<file path="src/rtl/cmbm_pkg.sv">
/*
 Shared constants and types of the CAN message buffer manager.
 Assumes a single clock domain and an AXI4-Lite master with 8-bit addresses.
*/
package cmbm_pkg;
	// ==========================================================
	// Sizes and register map
	localparam int NBUF = 3;
	localparam int MSG_BYTES = 13;
	localparam int MEM_WORDS = 12;
	localparam logic [7:0] A_CTRL = 8'h00;
	localparam logic [7:0] A_RXFLG = 8'h04;
	localparam logic [7:0] A_TXFLG = 8'h08;
	localparam logic [7:0] A_TXCTL = 8'h0c;
	localparam logic [7:0] A_PRIO0 = 8'h10;
	localparam logic [7:0] A_STAT = 8'h1c;
	localparam logic [7:0] A_FRONT = 8'h40;
	localparam logic [7:0] A_TXBUF = 8'h80;
	// ==========================================================
	// Field positions and reset values
	localparam int C_LOOP = 0;
	localparam int C_RXIE = 1;
	localparam int C_OVRIE = 2;
	localparam int C_TXIE = 4;
	localparam int F_RXF = 0;
	localparam int F_OVR = 1;
	localparam int F_ABAK = 4;
	localparam logic [7:0] CTRL_RST = 8'h00;
	localparam logic [7:0] LOCAL_PRIORITY_FIELD_RST = 8'h00;
	localparam logic [NBUF-1:0] TXE_RST = 3'h7;
	localparam logic [1:0] RESP_OKAY = 2'h0;
	localparam logic [1:0] RESP_SLVERR = 2'h2;
	// ==========================================================
	// Types
	typedef enum logic [0:0] {RD_IDLE, RD_RESP} cmbm_rd_st_t;
	typedef struct packed {
		logic awvalid; logic [7:0] awaddr; logic wvalid; logic [31:0] wdata;
		logic [3:0] wstrb; logic bready; logic arvalid; logic [7:0] araddr; logic rready;
	} cmbm_axi_req_t;
	typedef struct packed {
		logic awready; logic wready; logic bvalid; logic [1:0] bresp;
		logic arready; logic rvalid; logic [31:0] rdata; logic [1:0] rresp;
	} cmbm_axi_rsp_t;
	typedef struct packed {
		logic rx_wr; logic [3:0] rx_idx; logic [7:0] rx_byte; logic rx_end;
		logic rx_hit; logic rx_own; logic arb_start; logic tx_ok; logic tx_fail;
		logic [3:0] tx_idx;
	} cmbm_eng_in_t;
	typedef struct packed {
		logic tx_pend; logic tx_go; logic [1:0] tx_sel; logic [7:0] tx_byte;
		logic ack_allow; logic rx_irq; logic tx_irq; logic err_irq;
	} cmbm_eng_out_t;
	typedef struct packed {
		logic aw_free; logic w_free; logic [7:0] aw_addr; logic [31:0] wdata;
		logic [3:0] wstrb; logic bvalid; logic [1:0] bresp;
		cmbm_rd_st_t rd_st; logic ar_free; logic rvalid; logic [31:0] rdata; logic [1:0] rresp;
		logic [7:0] ctrl; logic [NBUF-1:0][7:0] local_priority_field; logic receive_full_flag; logic ovr; logic bg_hold;
		logic [NBUF-1:0] transmit_empty_flag; logic [NBUF-1:0] abak; logic [NBUF-1:0] abrq;
		logic tx_act; logic [1:0] cur;
		logic [MSG_BYTES-1:0][7:0] front; logic [MSG_BYTES-1:0][7:0] back;
		cmbm_eng_out_t eo;
	} cmbm_state_t;
	typedef struct packed {
		logic [MEM_WORDS-1:0][31:0] word;
	} cmbm_mem_t;
	localparam cmbm_state_t ST_RST = '{aw_free: 1'b1, w_free: 1'b1, ar_free: 1'b1,
		rd_st: RD_IDLE, ctrl: CTRL_RST, local_priority_field: {NBUF{LOCAL_PRIORITY_FIELD_RST}}, transmit_empty_flag: TXE_RST, default: '0};
endpackage

</file>
<file path="src/rtl/cmbm_top.sv">
/*
 Message storage of a CAN controller: two-stage receive queue, three
 prioritised transmit buffers with abort, AXI4-Lite register slave.
 Assumes the protocol engine runs on clk_in and drives eng_in synchronously.
*/
// The AXI4-Lite slave port and the register addresses were left to the implementer.
// Overview of operation
// - Received frames go to a back stage, then a host-readable front stage.
// - Each receive stage holds 13 bytes: control, identifier and data.
// - Receive-full flag marks an accepted, correctly received frame in the front stage.
// - Incoming bytes are written to the back stage while filtering runs.
// - An accepted frame moves to the front stage only when receive-full is clear.
// - The back stage accepts a new frame right after the interframe space.
// - The back stage is overwritten on every reception, accepted or not, except while it holds a waiting frame.
// - Receive interrupt needs its enable; the flag stays pollable when masked.
// - Own frames reach only the back stage; no interrupt, no acknowledge.
// - In loop-back own frames are handled like any received frame.
// - After losing arbitration the device becomes a receiver.
// - Accepted frame with both stages full is discarded and flags overrun.
// - With both stages full, transmission continues and incoming frames are dropped.
// - Three transmit buffers of 13 bytes each, with an 8-bit local priority.
// - Successful sending sets the empty flag; transmit interrupt if unmasked.
// - Among scheduled buffers the lowest local priority value wins.
// - Buffer selection reruns at every arbitration, also after an error.
// - Abort request frees a buffer not on the bus, with acknowledge.
// - Abort acknowledge reads 1 when aborted, 0 when sent meanwhile.
// - With more buffers scheduled, the next arbitration follows without releasing the bus.
// - Flags clear on writing 1; writing 0 leaves them.
// - A clear is ignored while the setting condition still holds.
// - Receive interrupt rises right after the end of an accepted frame.
`timescale 1ns/10ps
module cmbm_top (
	input wire logic clk_in,
	input wire logic rst_n_in,
	input wire logic ce_in,
	input wire cmbm_pkg::cmbm_axi_req_t axi_in,
	output cmbm_pkg::cmbm_axi_rsp_t axi_out,
	input wire cmbm_pkg::cmbm_eng_in_t eng_in,
	output cmbm_pkg::cmbm_eng_out_t eng_out
);
	import cmbm_pkg::*;

	// ==========================================================
	// Helpers
	function automatic logic [7:0] byte_of(logic [31:0] w, logic [1:0] i);
		return w[{i, 3'b000} +: 8];
	endfunction

	function automatic logic [31:0] stage_word(logic [MSG_BYTES-1:0][7:0] st, logic [1:0] w);
		logic [127:0] f;
		f = {24'h0, st};
		return f[{w, 5'b00000} +: 32];
	endfunction

	function automatic logic is_txbuf(logic [7:0] a);
		return a[7:6] == A_TXBUF[7:6] && a[5:4] != 2'h3 && a[1:0] == 2'h0;
	endfunction

	function automatic logic is_local_priority_field(logic [7:0] a);
		return a[7:4] == A_PRIO0[7:4] && a[3:2] != 2'h3 && a[1:0] == 2'h0;
	endfunction

	function automatic logic is_front(logic [7:0] a);
		return a[7:4] == A_FRONT[7:4] && a[1:0] == 2'h0;
	endfunction

	// ==========================================================
	// State and combinational signals
	cmbm_state_t s_ff;
	cmbm_state_t nxt_s;
	logic [31:0] mem_a;
	logic [31:0] mem_b;
	logic mem_we;
	logic [3:0] mem_wstrb;
	logic [NBUF-1:0] pend;
	logic sel_any;
	logic [1:0] sel_idx;
	logic wr_go;
	logic [1:0] clr_rx;
	logic [NBUF-1:0] clr_txe;
	logic [NBUF-1:0] set_abrq;
	logic loop_on;
	logic own_frame;
	logic rx_acc;
	logic [31:0] rd_data;
	logic rd_ok;

	assign axi_out = '{awready: s_ff.aw_free, wready: s_ff.w_free, bvalid: s_ff.bvalid,
		bresp: s_ff.bresp, arready: s_ff.ar_free, rvalid: s_ff.rvalid,
		rdata: s_ff.rdata, rresp: s_ff.rresp};
	assign eng_out = s_ff.eo;
	assign pend = ~s_ff.transmit_empty_flag & ~s_ff.abrq;
	assign loop_on = s_ff.ctrl[C_LOOP];
	assign own_frame = eng_in.rx_own && !loop_on;
	assign rx_acc = eng_in.rx_end && eng_in.rx_hit && !own_frame;

	cmbm_txmem u_mem (
		.clk_in(clk_in),
		.rst_n_in(rst_n_in),
		.ce_in(ce_in),
		.wr_en_in(mem_we),
		.wr_idx_in(s_ff.aw_addr[5:2]),
		.wstrb_in(mem_wstrb),
		.wdata_in(s_ff.wdata),
		.rda_idx_in({s_ff.cur, eng_in.tx_idx[3:2]}),
		.rdb_idx_in(axi_in.araddr[5:2]),
		.rda_out(mem_a),
		.rdb_out(mem_b)
	);

	cmbm_local_priority_field_sel u_sel (
		.pend_in(pend),
		.local_priority_field_in(s_ff.local_priority_field),
		.any_out(sel_any),
		.sel_out(sel_idx)
	);

	// ==========================================================
	// Register read decode
	always_comb begin
		rd_data = 32'h0;
		rd_ok = 1'b1;
		if (is_txbuf(axi_in.araddr)) begin
			rd_data = mem_b;
		end else if (is_front(axi_in.araddr)) begin
			rd_data = stage_word(s_ff.front, axi_in.araddr[3:2]);
		end else if (is_local_priority_field(axi_in.araddr)) begin
			rd_data[7:0] = s_ff.local_priority_field[axi_in.araddr[3:2]];
		end else begin
			case (axi_in.araddr)
				A_CTRL: rd_data[7:0] = s_ff.ctrl;
				A_RXFLG: begin
					rd_data[F_RXF] = s_ff.receive_full_flag;
					rd_data[F_OVR] = s_ff.ovr;
				end
				A_TXFLG: begin
					rd_data[NBUF-1:0] = s_ff.transmit_empty_flag;
					rd_data[F_ABAK +: NBUF] = s_ff.abak;
				end
				A_TXCTL: rd_data[NBUF-1:0] = s_ff.abrq;
				A_STAT: rd_data[4:0] = {s_ff.cur, s_ff.tx_act, s_ff.bg_hold, s_ff.receive_full_flag};
				default: rd_ok = 1'b0;
			endcase
		end
	end

	// ==========================================================
	// Next state
	always_comb begin
		nxt_s = s_ff;
		mem_we = 1'b0;
		mem_wstrb = 4'h0;
		clr_rx = 2'h0;
		clr_txe = '0;
		set_abrq = '0;
		wr_go = !s_ff.aw_free && !s_ff.w_free && !s_ff.bvalid;

		// Write channel: address and data taken in either order
		if (s_ff.aw_free && axi_in.awvalid) begin
			nxt_s.aw_free = 1'b0;
			nxt_s.aw_addr = axi_in.awaddr;
		end
		if (s_ff.w_free && axi_in.wvalid) begin
			nxt_s.w_free = 1'b0;
			nxt_s.wdata = axi_in.wdata;
			nxt_s.wstrb = axi_in.wstrb;
		end
		if (s_ff.bvalid && axi_in.bready) begin
			nxt_s.bvalid = 1'b0;
			nxt_s.aw_free = 1'b1;
			nxt_s.w_free = 1'b1;
		end
		if (wr_go) begin
			nxt_s.bvalid = 1'b1;
			nxt_s.bresp = RESP_OKAY;
			if (is_txbuf(s_ff.aw_addr)) begin
				mem_we = 1'b1;
				// Last word carries only byte 12; upper lanes stay zero
				mem_wstrb = (s_ff.aw_addr[3:2] == 2'h3) ? (s_ff.wstrb & 4'h1) : s_ff.wstrb;
			end else if (is_local_priority_field(s_ff.aw_addr)) begin
				if (s_ff.wstrb[0]) begin
					nxt_s.local_priority_field[s_ff.aw_addr[3:2]] = s_ff.wdata[7:0];
				end
			end else if (s_ff.aw_addr == A_CTRL) begin
				if (s_ff.wstrb[0]) begin
					nxt_s.ctrl = s_ff.wdata[7:0];
				end
			end else if (s_ff.aw_addr == A_RXFLG) begin
				clr_rx = s_ff.wstrb[0] ? s_ff.wdata[1:0] : 2'h0;
			end else if (s_ff.aw_addr == A_TXFLG) begin
				clr_txe = s_ff.wstrb[0] ? s_ff.wdata[NBUF-1:0] : '0;
			end else if (s_ff.aw_addr == A_TXCTL) begin
				set_abrq = s_ff.wstrb[0] ? s_ff.wdata[NBUF-1:0] : '0;
			end else if (s_ff.aw_addr != A_STAT && !is_front(s_ff.aw_addr)) begin
				nxt_s.bresp = RESP_SLVERR;
			end
		end

		// Read channel
		if (s_ff.rd_st == RD_RESP && axi_in.rready) begin
			nxt_s.rd_st = RD_IDLE;
			nxt_s.rvalid = 1'b0;
			nxt_s.ar_free = 1'b1;
		end
		if (s_ff.ar_free && axi_in.arvalid) begin
			nxt_s.rd_st = RD_RESP;
			nxt_s.rvalid = 1'b1;
			nxt_s.ar_free = 1'b0;
			nxt_s.rdata = rd_data;
			nxt_s.rresp = rd_ok ? RESP_OKAY : RESP_SLVERR;
		end

		// Receive: host side clears first, engine events win afterwards
		if (clr_rx[F_RXF] && s_ff.receive_full_flag) begin
			if (s_ff.bg_hold) begin
				nxt_s.front = s_ff.back;
				nxt_s.bg_hold = 1'b0;
			end else begin
				nxt_s.receive_full_flag = 1'b0;
			end
		end
		if (clr_rx[F_OVR]) begin
			nxt_s.ovr = 1'b0;
		end
		// A held message freezes the back stage, else every frame lands there
		if (eng_in.rx_wr && !s_ff.bg_hold && eng_in.rx_idx < MSG_BYTES) begin
			nxt_s.back[eng_in.rx_idx] = eng_in.rx_byte;
		end
		if (rx_acc) begin
			if (s_ff.bg_hold) begin
				nxt_s.ovr = 1'b1;
			end else if (!nxt_s.receive_full_flag) begin
				nxt_s.front = nxt_s.back;
				nxt_s.receive_full_flag = 1'b1;
			end else begin
				nxt_s.bg_hold = 1'b1;
			end
		end

		// Transmit: scheduling by clearing the empty flag
		for (int b = 0; b < NBUF; b++) begin
			if (clr_txe[b] && s_ff.transmit_empty_flag[b]) begin
				nxt_s.transmit_empty_flag[b] = 1'b0;
				nxt_s.abak[b] = 1'b0;
			end
			if (set_abrq[b] && !nxt_s.transmit_empty_flag[b]) begin
				nxt_s.abrq[b] = 1'b1;
			end
			// A frame on the bus cannot be aborted
			if (s_ff.abrq[b] && !(s_ff.tx_act && s_ff.cur == 2'(b))) begin
				nxt_s.transmit_empty_flag[b] = 1'b1;
				nxt_s.abak[b] = 1'b1;
				nxt_s.abrq[b] = 1'b0;
			end
		end
		if (eng_in.tx_ok && s_ff.tx_act) begin
			nxt_s.transmit_empty_flag[s_ff.cur] = 1'b1;
			nxt_s.abak[s_ff.cur] = 1'b0;
			nxt_s.abrq[s_ff.cur] = 1'b0;
			nxt_s.tx_act = 1'b0;
		end else if (eng_in.tx_fail) begin
			nxt_s.tx_act = 1'b0;
		end
		if (eng_in.arb_start && !s_ff.tx_act && sel_any) begin
			nxt_s.tx_act = 1'b1;
			nxt_s.cur = sel_idx;
		end

		// Engine outputs, all registered
		nxt_s.eo.tx_pend = |(~nxt_s.transmit_empty_flag & ~nxt_s.abrq);
		nxt_s.eo.tx_go = nxt_s.tx_act;
		nxt_s.eo.tx_sel = nxt_s.cur;
		nxt_s.eo.tx_byte = byte_of(mem_a, eng_in.tx_idx[1:0]);
		nxt_s.eo.ack_allow = !(nxt_s.tx_act && !loop_on);
		nxt_s.eo.rx_irq = nxt_s.receive_full_flag && nxt_s.ctrl[C_RXIE];
		nxt_s.eo.err_irq = nxt_s.ovr && nxt_s.ctrl[C_OVRIE];
		nxt_s.eo.tx_irq = |(nxt_s.transmit_empty_flag & nxt_s.ctrl[C_TXIE +: NBUF]);
	end

	always_ff @(posedge clk_in or negedge rst_n_in) begin
		if (!rst_n_in) begin
			s_ff <= ST_RST;
		end else if (ce_in) begin
			s_ff <= nxt_s;
		end
	end

	// ==========================================================
	// Checks
	rxf_set_a: assert property (@(posedge clk_in) disable iff (!rst_n_in)
		ce_in && rx_acc && !s_ff.receive_full_flag && !s_ff.bg_hold |=> s_ff.receive_full_flag && !s_ff.bg_hold)
		else $error("accepted frame did not reach front stage");
	ovr_set_a: assert property (@(posedge clk_in) disable iff (!rst_n_in)
		ce_in && rx_acc && s_ff.bg_hold |=> s_ff.ovr && s_ff.receive_full_flag)
		else $error("overrun not flagged");
	own_frame_a: assert property (@(posedge clk_in) disable iff (!rst_n_in)
		ce_in && eng_in.rx_end && own_frame && !s_ff.receive_full_flag |=> !s_ff.receive_full_flag && !eng_out.rx_irq)
		else $error("own frame reached front stage");
	rx_mask_a: assert property (@(posedge clk_in) disable iff (!rst_n_in)
		!s_ff.ctrl[C_RXIE] |-> !eng_out.rx_irq)
		else $error("masked receive interrupt raised");
	txe_done_a: assert property (@(posedge clk_in) disable iff (!rst_n_in)
		ce_in && eng_in.tx_ok && s_ff.tx_act |=> s_ff.transmit_empty_flag[$past(s_ff.cur)] && !s_ff.tx_act)
		else $error("empty flag not set after send");
	abort_grant_a: assert property (@(posedge clk_in) disable iff (!rst_n_in)
		ce_in && s_ff.abrq[0] && !(s_ff.tx_act && s_ff.cur == 2'h0)
		|=> s_ff.transmit_empty_flag[0] && s_ff.abak[0] && !s_ff.abrq[0])
		else $error("abort not granted");
	local_priority_field_pick_a: assert property (@(posedge clk_in) disable iff (!rst_n_in)
		sel_any |-> (!pend[0] || s_ff.local_priority_field[sel_idx] <= s_ff.local_priority_field[0])
		&& (!pend[1] || s_ff.local_priority_field[sel_idx] <= s_ff.local_priority_field[1])
		&& (!pend[2] || s_ff.local_priority_field[sel_idx] <= s_ff.local_priority_field[2]))
		else $error("wrong transmit buffer chosen");
	back_keep_a: assert property (@(posedge clk_in) disable iff (!rst_n_in)
		ce_in && s_ff.bg_hold && !clr_rx[F_RXF] |=> $stable(s_ff.back) && s_ff.bg_hold)
		else $error("held back stage changed");
	// Interrupt outputs are registered with the flag, so both are seen at one edge
	rx_irq_a: assert property (@(posedge clk_in) disable iff (!rst_n_in)
		ce_in && rx_acc && !s_ff.receive_full_flag && !s_ff.bg_hold |=> eng_out.rx_irq == s_ff.ctrl[C_RXIE])
		else $error("receive interrupt not raised after frame");
	loop_own_a: assert property (@(posedge clk_in) disable iff (!rst_n_in)
		ce_in && loop_on && eng_in.rx_end && eng_in.rx_hit && eng_in.rx_own && !s_ff.receive_full_flag
		&& !s_ff.bg_hold |=> s_ff.receive_full_flag)
		else $error("loop-back frame not delivered");
	clr_hold_a: assert property (@(posedge clk_in) disable iff (!rst_n_in)
		ce_in && clr_rx[F_RXF] && s_ff.receive_full_flag && s_ff.bg_hold |=> s_ff.receive_full_flag && !s_ff.bg_hold)
		else $error("waiting message not pulled forward");
	back_write_a: assert property (@(posedge clk_in) disable iff (!rst_n_in)
		ce_in && eng_in.rx_wr && !s_ff.bg_hold && eng_in.rx_idx < MSG_BYTES
		|=> s_ff.back[$past(eng_in.rx_idx)] == $past(eng_in.rx_byte))
		else $error("received byte not stored");
	tx_sched_a: assert property (@(posedge clk_in) disable iff (!rst_n_in)
		ce_in && clr_txe[0] && s_ff.transmit_empty_flag[0] |=> !s_ff.transmit_empty_flag[0])
		else $error("empty flag not cleared");
	tx_go_a: assert property (@(posedge clk_in) disable iff (!rst_n_in)
		ce_in && eng_in.arb_start && !s_ff.tx_act && sel_any
		|=> eng_out.tx_go && eng_out.tx_sel == $past(sel_idx))
		else $error("selected buffer not handed to engine");
	ack_own_a: assert property (@(posedge clk_in) disable iff (!rst_n_in)
		ce_in && s_ff.tx_act && !loop_on && !eng_in.tx_ok && !eng_in.tx_fail
		|=> !eng_out.ack_allow)
		else $error("own frame acknowledged");
	tx_retry_a: assert property (@(posedge clk_in) disable iff (!rst_n_in)
		ce_in && eng_in.tx_fail && !eng_in.tx_ok && s_ff.tx_act
		|=> !s_ff.tx_act && !s_ff.transmit_empty_flag[$past(s_ff.cur)])
		else $error("failed buffer not kept scheduled");
	abort_keep_a: assert property (@(posedge clk_in) disable iff (!rst_n_in)
		ce_in && s_ff.tx_act && s_ff.abrq[s_ff.cur] && !eng_in.tx_ok && !eng_in.tx_fail
		|=> s_ff.tx_act && !s_ff.transmit_empty_flag[s_ff.cur])
		else $error("frame on the bus aborted");
	abak_sent_a: assert property (@(posedge clk_in) disable iff (!rst_n_in)
		ce_in && eng_in.tx_ok && s_ff.tx_act
		|=> !s_ff.abak[$past(s_ff.cur)] && !s_ff.abrq[$past(s_ff.cur)])
		else $error("sent buffer shows abort");
endmodule // cmbm_top

</file>
<file path="src/rtl/cmbm_txmem.sv">
/*
 Storage of the three transmit buffers, four words each.
 Assumes the caller only writes legal word indices and masks reserved bytes.
*/
`timescale 1ns/10ps
module cmbm_txmem (
	input wire logic clk_in,
	input wire logic rst_n_in,
	input wire logic ce_in,
	input wire logic wr_en_in,
	input wire logic [3:0] wr_idx_in,
	input wire logic [3:0] wstrb_in,
	input wire logic [31:0] wdata_in,
	input wire logic [3:0] rda_idx_in,
	input wire logic [3:0] rdb_idx_in,
	output logic [31:0] rda_out,
	output logic [31:0] rdb_out
);
	import cmbm_pkg::*;
	cmbm_mem_t m_ff;
	cmbm_mem_t nxt_m;

	always_comb begin
		nxt_m = m_ff;
		if (wr_en_in && wr_idx_in < MEM_WORDS) begin
			for (int k = 0; k < 4; k++) begin
				if (wstrb_in[k]) begin
					nxt_m.word[wr_idx_in][k*8 +: 8] = wdata_in[k*8 +: 8];
				end
			end
		end
		// Reads are combinational so the bus answers one cycle after the address
		rda_out = (rda_idx_in < MEM_WORDS) ? m_ff.word[rda_idx_in] : 32'h0;
		rdb_out = (rdb_idx_in < MEM_WORDS) ? m_ff.word[rdb_idx_in] : 32'h0;
	end

	always_ff @(posedge clk_in or negedge rst_n_in) begin
		if (!rst_n_in) begin
			m_ff <= '0;
		end else if (ce_in) begin
			m_ff <= nxt_m;
		end
	end
endmodule // cmbm_txmem

</file>
<file path="src/rtl/cmbm_local_priority_field_sel.sv">
/*
 Picks the pending transmit buffer with the lowest local priority value.
 Assumes pending and priority inputs are stable flops of the caller.
*/
`timescale 1ns/10ps
module cmbm_local_priority_field_sel (
	input wire logic [cmbm_pkg::NBUF-1:0] pend_in,
	input wire logic [cmbm_pkg::NBUF-1:0][7:0] local_priority_field_in,
	output logic any_out,
	output logic [1:0] sel_out
);
	import cmbm_pkg::*;

	// Strict compare: equal values go to the lower buffer index
	always_comb begin
		any_out = 1'b0;
		sel_out = 2'h0;
		for (int b = 0; b < NBUF; b++) begin
			if (pend_in[b] && (!any_out || local_priority_field_in[b] < local_priority_field_in[sel_out])) begin
				any_out = 1'b1;
				sel_out = 2'(b);
			end
		end
	end
endmodule // cmbm_local_priority_field_sel

</file>
<file path="config.mk">
export PLATFORM = sky130hd
export DESIGN_NAME = cmbm_top
export DESIGN_NICKNAME = d
export VERILOG_FILES = /design/src/rtl/cmbm_pkg.sv /design/src/rtl/cmbm_top.sv /design/src/rtl/cmbm_txmem.sv /design/src/rtl/cmbm_local_priority_field_sel.sv
export SDC_FILE = /design/constraint.sdc
export NUM_CORES = 1
export LEC_CHECK = 0
export BUFFER_PORTS_ARGS = -buffer_cell sky130_fd_sc_hd__buf_4
export CAP_MARGIN = 30
export CORE_MARGIN = 5
export CORE_UTILIZATION = 50
export CTS_CLUSTER_DIAMETER = 50
export DETAILED_ROUTE_END_ITERATION = 10
export GPL_ROUTABILITY_DRIVEN = 0
export PLACE_DENSITY = 0.74
export REMOVE_ABC_BUFFERS = 1
export SLEW_MARGIN = 10
export SYNTH_ARGS = -nofsm -noshare
export SYNTH_HDL_FRONTEND = slang
export SYNTH_SLANG_ARGS = --single-unit
export TNS_END_PERCENT = 10
</file>
<file path="constraint.sdc">
create_clock -name clk_in -period 3.9 [get_ports clk_in]
set_clock_uncertainty 0.1 [all_clocks]
set_input_delay 0.195 -clock clk_in [delete_from_list [all_inputs] [get_ports clk_in]]
set_output_delay 0.195 -clock clk_in [all_outputs]
set_load 0.02 [all_outputs]
</file>
==> flow_summary_export.csv, run 1 <==
group,metric,value,unit
power_and_ir_drop,ir_drop,0.394,mV
drt,via_count,26900,
floorplanning,rows,102,
sta,fmax,291,MHz
setup_path,cp_top_family,"compound AO/OA/AOI/OAI gates",
cts,ctsHtreeMaxLevel,3,
cts,cts.clk_slew.worst_paths,60,ps
grt,grtUsageMet1,36.3,%
final_layout,design_area,0.0441,mm2
grt,grtUsageMet2,40.6,%
setup_path,cp.buffers_inverters,0,
grt,use_met3,6.38,%
drt,firstDrtPassIters,8,
sta,timing.hold.ws,59.7,ps
cts,cts-root-buf,"clkbuf_16",
setup_path,startpoint_type,"register",
grt,grt_pass1_wl,169,mm
placed_design,placed_cell_area,0.0404,mm2
floorplanning,core,0.0771,mm2
sta,setup_viol,0,
synth,ys_warn_count,0,
floorplanning,io_pins,140,
grt,antenna_found_initial,1,
sta,finalMaxSlewViolations,0,
drt,viasPerCell,6.26,
final_layout,areaGrowthSynthToFinish,13.9,%
min_path,hold_path.class,"in -> reg",
drt,wl_per_cell,25.3,um
sta,rsz0062_at_grt,"no",
final_layout,fillerInstances,6161,
final_layout,layout_common_cells,"dfrtp_1 (729), mux2_2 (596), nand2_1 (238)",
synth,netlist_instances,3162,
sta,hold_viol_final,0,
cts,clk_latency,640,ps
setup_path,crit_slowest_cell,"or4_1",
setup_path,critPathCaptureType,"register",
sta,slew_headroom,30.5,%
final_layout,final_common_cell,"dfrtp_1",
grt,grt_usage,26.3,%
final_layout,nNetsFinal,3287,
placed_design,io_buffers,137,
sta,finalCriticalPeriod,3430,ps
cts,cts_num_sinks,735,
power_and_ir_drop,p_leak,20.3,nW
synth,yosysUniqueCellTypes,70,
floorplanning,die_area,0.0830,mm2
grt,overflow,0,
floorplanning,dieWidth,288,um
synth,ys_seq_elements,735,
cts,cts_tree,"built",
drt,drt_wl_total,109,mm
power_and_ir_drop,powerDensity,506,mW/mm2
setup_path,criticalPathCategory,"reg -> reg",
drt,ant_nets,0,
synth,ys_seq_area_share,47.6,%
setup_path,crit_path_start,"s_ff[249]",
sta,finalCritPeriodShare,88.0,%
status,outcome,"finished clean",
drt,drc,0,
final_layout,fin_util,57.2,%
synth,synthArstFlopShare,100,%
grt,first_global_vias,27600,
cts,cts_made_buffers,88,
run,drv_cap,0,
floorplanning,start_util,50.2,%
synth,synth.avg_cell_area,12.2,um2
setup_path,timing.rr.start,"s_ff[249]",
min_path,min_from,"eng_in[6]",
drt,drt-initial-drc-count,2216,
setup_path,critPathArrivalTime,3860,ps
grt,grt-busiest-layer,"met2",
setup_path,slowest_delay,690,ps
setup_path,path_max_fanout,10,
floorplanning,die_y,288,um
sta,tightestPinTransition,1040,ps
grt,grt_max_degree,119,
setup_path,required,4330,ps
cts,cts_buffer_depth,3,
placed_design,hpwl,69.5,mm
synth,synth-edff-count,0,
setup_path,crit_chain,"ha_1 > o21a_1 > nor2_1 > or4_1 > and2_1 > a21oi_1 > ha_1 > a21o_1 > a21oi_1 > o221a_2 > o22ai_1 > a22o_1",
synth,syn_area,0.0387,mm2
synth,synth_top_flop_cell,"dfrtp_1",
final_layout,drive_gt1_share,38.1,%
-- power by group --
group	switching [mW]	leakage [nW]	internal (mW)	total [mW]
clock network	3.44	1.47	4.96	8.40
registers	1.34	9.98	8.67	10.0
logic	2.10	8.85	1.81	3.91
total	6.87	20.3	15.4	22.3
-- flip-flops by register name, summed over array words and instances, names as in the netlist, named ones only --
name,cells
u_mem.m_ff,384
s_ff,295
axi_out,38
eng_out,16
loop_on,1
-- metrics by stage --
stage / worst slack [ps] / std cells / TNS [ps] / total power [mW]
final: 467 / 4300 / 0 / 22.3
after detailed placement: 585 / 4074 / 0 / 13.8
after floorplan: -9110 / 2805 / -947660 / 11.9
after global placement: 630 / 4074 / 0 / 13.7
after global routing: 331 / 4299 / 0 / 23.2
after CTS: 522 / 4299 / 0 / 22.4
-- final timing paths --
check / cells past startpoint / slack [ps] / to
worst max-delay path: 12 / 470 / eng_out[12]
worst min-delay path: 4 / 60 / eng_out[14]
worst max register to register: 12 / 470 / eng_out[12]
worst min register to register: 0 / 290 / u_mem.m_ff[366]
max in group asynchronous: 3 / 2490 / u_mem.m_ff[235]
min in group asynchronous: 2 / 170 / s_ff[318]
-- logic make-up after synthesis --
kind of cell / synth area share, %
fa+ha+maj: 0.453
flops: 47.6
mux: 31.1
other cells: 0.00970
buf+inv: 5.42
compound gates: 6.15
simple gates: 9.27
-- synthesized netlist by cell type (6+ instances only) --
cell	instances	area [um2]
clkbuf_1	228	856
o221ai_1	24	210
buf_1	9	33.8
a31oi_1	107	669
and2_1	10	62.6
a211oi_1	6	45.0
dfrtp_1	729	18200
mux2i_1	71	711
inv_1	122	458
o21ai_0	54	270
a21oi_1	51	255
nor2b_1	14	87.6
nor2_1	97	364
buf_2	64	320
mux4_2	205	4620
dfstp_2	6	158
nand2_1	239	897
nand3b_1	106	796
o22ai_1	6	37.5
mux2_2	596	6710
ha_1	14	175
nor2_2	27	169
nand2b_1	6	37.5
buf_4	57	428
a22oi_1	61	458
nand3_1	153	766
nand4_1	9	56.3
a21o_1	6	45.0
o211ai_1	9	67.6
and3_1	7	43.8
-- per-layer routing --
| layer | wire length, um | vias up | share of wire, % |
|---|---|---|---|
| met1 | 44200 | 13900 | 41 |
| met3 | 9580 | 251 | 8.8 |
| met4 | 4550 | 0 | 4.2 |
| met2 | 50600 | 1222 | 46 |
| li1 | - | 11600 | - |
| met5 | 0 | - | 0 |
-- worst reg2reg max path, stage by stage, from the launching register on --
cell     delay, ps
dfrtp_1        430
ha_1           300
o21a_1         120
nor2_1          30
or4_1          690
and2_1         350
a21oi_1        220
ha_1           270
a21o_1         190
a21oi_1        150
o221a_2        220
o22ai_1         70
a22o_1         170
-- cell type report --
class                           instances  area, um2  area share [%]
Clock inverter                         52        562            1.27
Tap cell                             1040       1300            2.95
Clock buffer                          107       2430            5.52
Timing Repair Buffer                  295       2680            6.07
Sequential cell                       735      18400            41.8
Multi-Input combinational cell       1948      18200            41.4
Antenna cell                            1       2.50         0.00568
Inverter                              122        458            1.04
-- what timing repair did --
action,4_1_cts,5_1_grt
resized for setup,0,0
endpoints found under the hold margin,250,0
setup buffers,0,0
hold buffers,66,0
(Power assumes the default switching activity.)
==> run 2, diff against run 1 <==
--- a/config.mk
+++ b/config.mk
@@ -12,8 +12,9 @@
 export CTS_CLUSTER_DIAMETER = 50
 export DETAILED_ROUTE_END_ITERATION = 10
 export GPL_ROUTABILITY_DRIVEN = 0
-export PLACE_DENSITY = 0.74
+export PLACE_DENSITY = 0.75
 export REMOVE_ABC_BUFFERS = 1
+export SETUP_SLACK_MARGIN = 0.3
 export SLEW_MARGIN = 10
 export SYNTH_ARGS = -nofsm -noshare
 export SYNTH_HDL_FRONTEND = slang
==> run 2 against run 1 <==
Combinational power shrank 2%. Largest cell class unchanged. Wire length grew 0.42%. Worst setup slack gained 62 ps. Maximum frequency grew 1.9%. Critical path depth is the same.
==> flow_summary_export.csv, run 2 (synthesized netlist as in run 1, its figures left out) <==
group,metric,value,unit
sta,finalMaxSlewViolations,0,
power_and_ir_drop,total_power,22.9,mW
final_layout,fillerInstances,6093,
setup_path,worstRegToRegCells,12,
power_and_ir_drop,p_leak,20.4,nW
placed_design,hpwl,69.5,mm
final_layout,regMostFlops,"u_mem.m_ff",
drt,viasPerCell,6.30,
final_layout,drive_gt1_share,37.8,%
grt,first_global_vias,27400,
cts,cts_buffer_depth,3,
final_layout,layout.cells.non_filler,4298,
sta,setup_viol,0,
setup_path,critPathArrivalTime,3800,ps
final_layout,areaGrowthSynthToFinish,14.4,%
run,drv_cap,0,
final_layout,nNetsFinal,3278,
drt,wl_per_cell,25.4,um
cts,cts_made_buffers,91,
grt,grt_usage,26.3,%
floorplanning,core,0.0771,mm2
drt,drt_wl_total,109,mm
status,outcome,"finished clean",
cts,cts-root-buf,"clkbuf_16",
setup_path,worstReg2RegEnd,"eng_out[12]",
grt,antenna_found_initial,3,
setup_path,cp_top_family,"compound AO/OA/AOI/OAI gates",
floorplanning,die_y,288,um
power_and_ir_drop,ir_drop,0.314,mV
final_layout,antenna_cells,0,
floorplanning,io_pins,140,
cts,clk_latency,670,ps
floorplanning,rows,102,
sta,fmax,297,MHz
cts,ctsHtreeMaxLevel,3,
drt,firstDrtPassIters,5,
sta,hold_viol_final,0,
setup_path,required,4330,ps
cts,cts_num_sinks,735,
min_path,hold_path.class,"in -> async",
sta,slew_headroom,32.1,%
setup_path,criticalPathCategory,"reg -> reg",
floorplanning,dieWidth,288,um
drt,drt-initial-drc-count,2694,
cts,post-cts-setup-buffers,0,
grt,overflow,0,
drt,ant_nets,0,
sta,rsz0062_at_grt,"no",
setup_path,critPathCaptureType,"register",
placed_design,place_ws,573,ps
placed_design,numPlacedInstances,4063,
power_and_ir_drop,powerDensity,518,mW/mm2
setup_path,path_max_fanout,10,
floorplanning,start_util,50.2,%
setup_path,startpoint_type,"register",
final_layout,layout_common_cells,"dfrtp_1 (729), mux2_2 (596), nand2_1 (238)",
sta,finalCriticalPeriod,3370,ps
setup_path,reg2reg_setup_slack,530,ps
grt,grt_max_degree,112,
drt,drc,0,
setup_path,slowest_delay,690,ps
cts,cts_tree,"built",
sta,finalCritPeriodShare,86.4,%
setup_path,crit_slowest_cell,"or4_1",
floorplanning,die_area,0.0830,mm2
setup_path,crit_chain,"ha_1 > o21a_1 > nor2_1 > or4_1 > and2_1 > a21oi_1 > ha_1 > a21o_1 > a21oi_1 > o221a_2 > o22ai_1 > a22o_1",
drt,via_count,27100,
cts,cts.clk_slew.worst_paths,60,ps
final_layout,largest_reg_flops,384,
placed_design,io_buffers,137,
grt,grt_pass1_wl,169,mm
sta,fin_ws,530,ps
sta,tightestPinTransition,1010,ps
setup_path,cp.buffers_inverters,0,
setup_path,timing.rr.start,"s_ff[249]",
final_layout,final_common_cell,"dfrtp_1",
==> run 2: cell count changes in the layout (fill, tap and decap cells not counted), sizes merged <==
cell / change
buf: -11
bufinv: +6
clkbuf: +15
clkinv: -8
clkinvlp: +2
diode: -1
dlygate4sd3: -1
inv: -4
==> run 2: cell type report <==
cell class | count | area (um2) | share of cell area (%)
multi-input cells | 1948 | 18200 | 41.2
well taps | 1040 | 1300 | 2.94
inverters | 122 | 458 | 1.03
repair buffers | 283 | 2580 | 5.84
clock inverters | 48 | 721 | 1.63
flip-flops and latches | 735 | 18400 | 41.6
clock buffers | 122 | 2560 | 5.79
==> run 2: worst max-delay path by stage <==
stage,startpoint,to,slack (ps),cells after the start
after global routing,s_ff[242],eng_out[12],360,13
final,s_ff[249],eng_out[12],530,12
after floorplan,axi_out[38],s_ff[120],-9110,5
after global placement,s_ff[249],eng_out[12],630,12
after CTS,s_ff[249],eng_out[12],530,12
after detailed placement,s_ff[249],eng_out[12],570,12
==> run 2: repair_timing <==
action | in CTS | in global routing
gates resized for setup | 0 | 0
hold endpoints to repair | 407 | 0
hold buffers | 65 | 0
==> run 2: power breakdown <==
group	leakage (nW)	internal, mW	total (mW)	switching, mW
logic	8.80	1.78	3.82	2.04
registers	9.98	8.67	10.1	1.40
clock network	1.58	5.54	9.06	3.51
==> run 2: stage by stage <==
stage	TNS (ps)	instance area, um2	util (%)	hold WS (ps)
6_report	0	44300	57.4	43.9
3_3_place_gp	0	40300	52.3	126
3_5_place_dp	0	40300	52.3	123
2_1_floorplan	-947660	37000	-	-201
4_1_cts	0	44300	57.4	38.3
5_1_grt	0	44300	57.4	68.9
==> run 2: per-layer routing <==
layer  track usage, %  part of all wire (%)
met1             36.5                    41
met2             41.8                    48
met3             5.15                   7.9
met4             9.59                   3.8
met5                0                 0.037
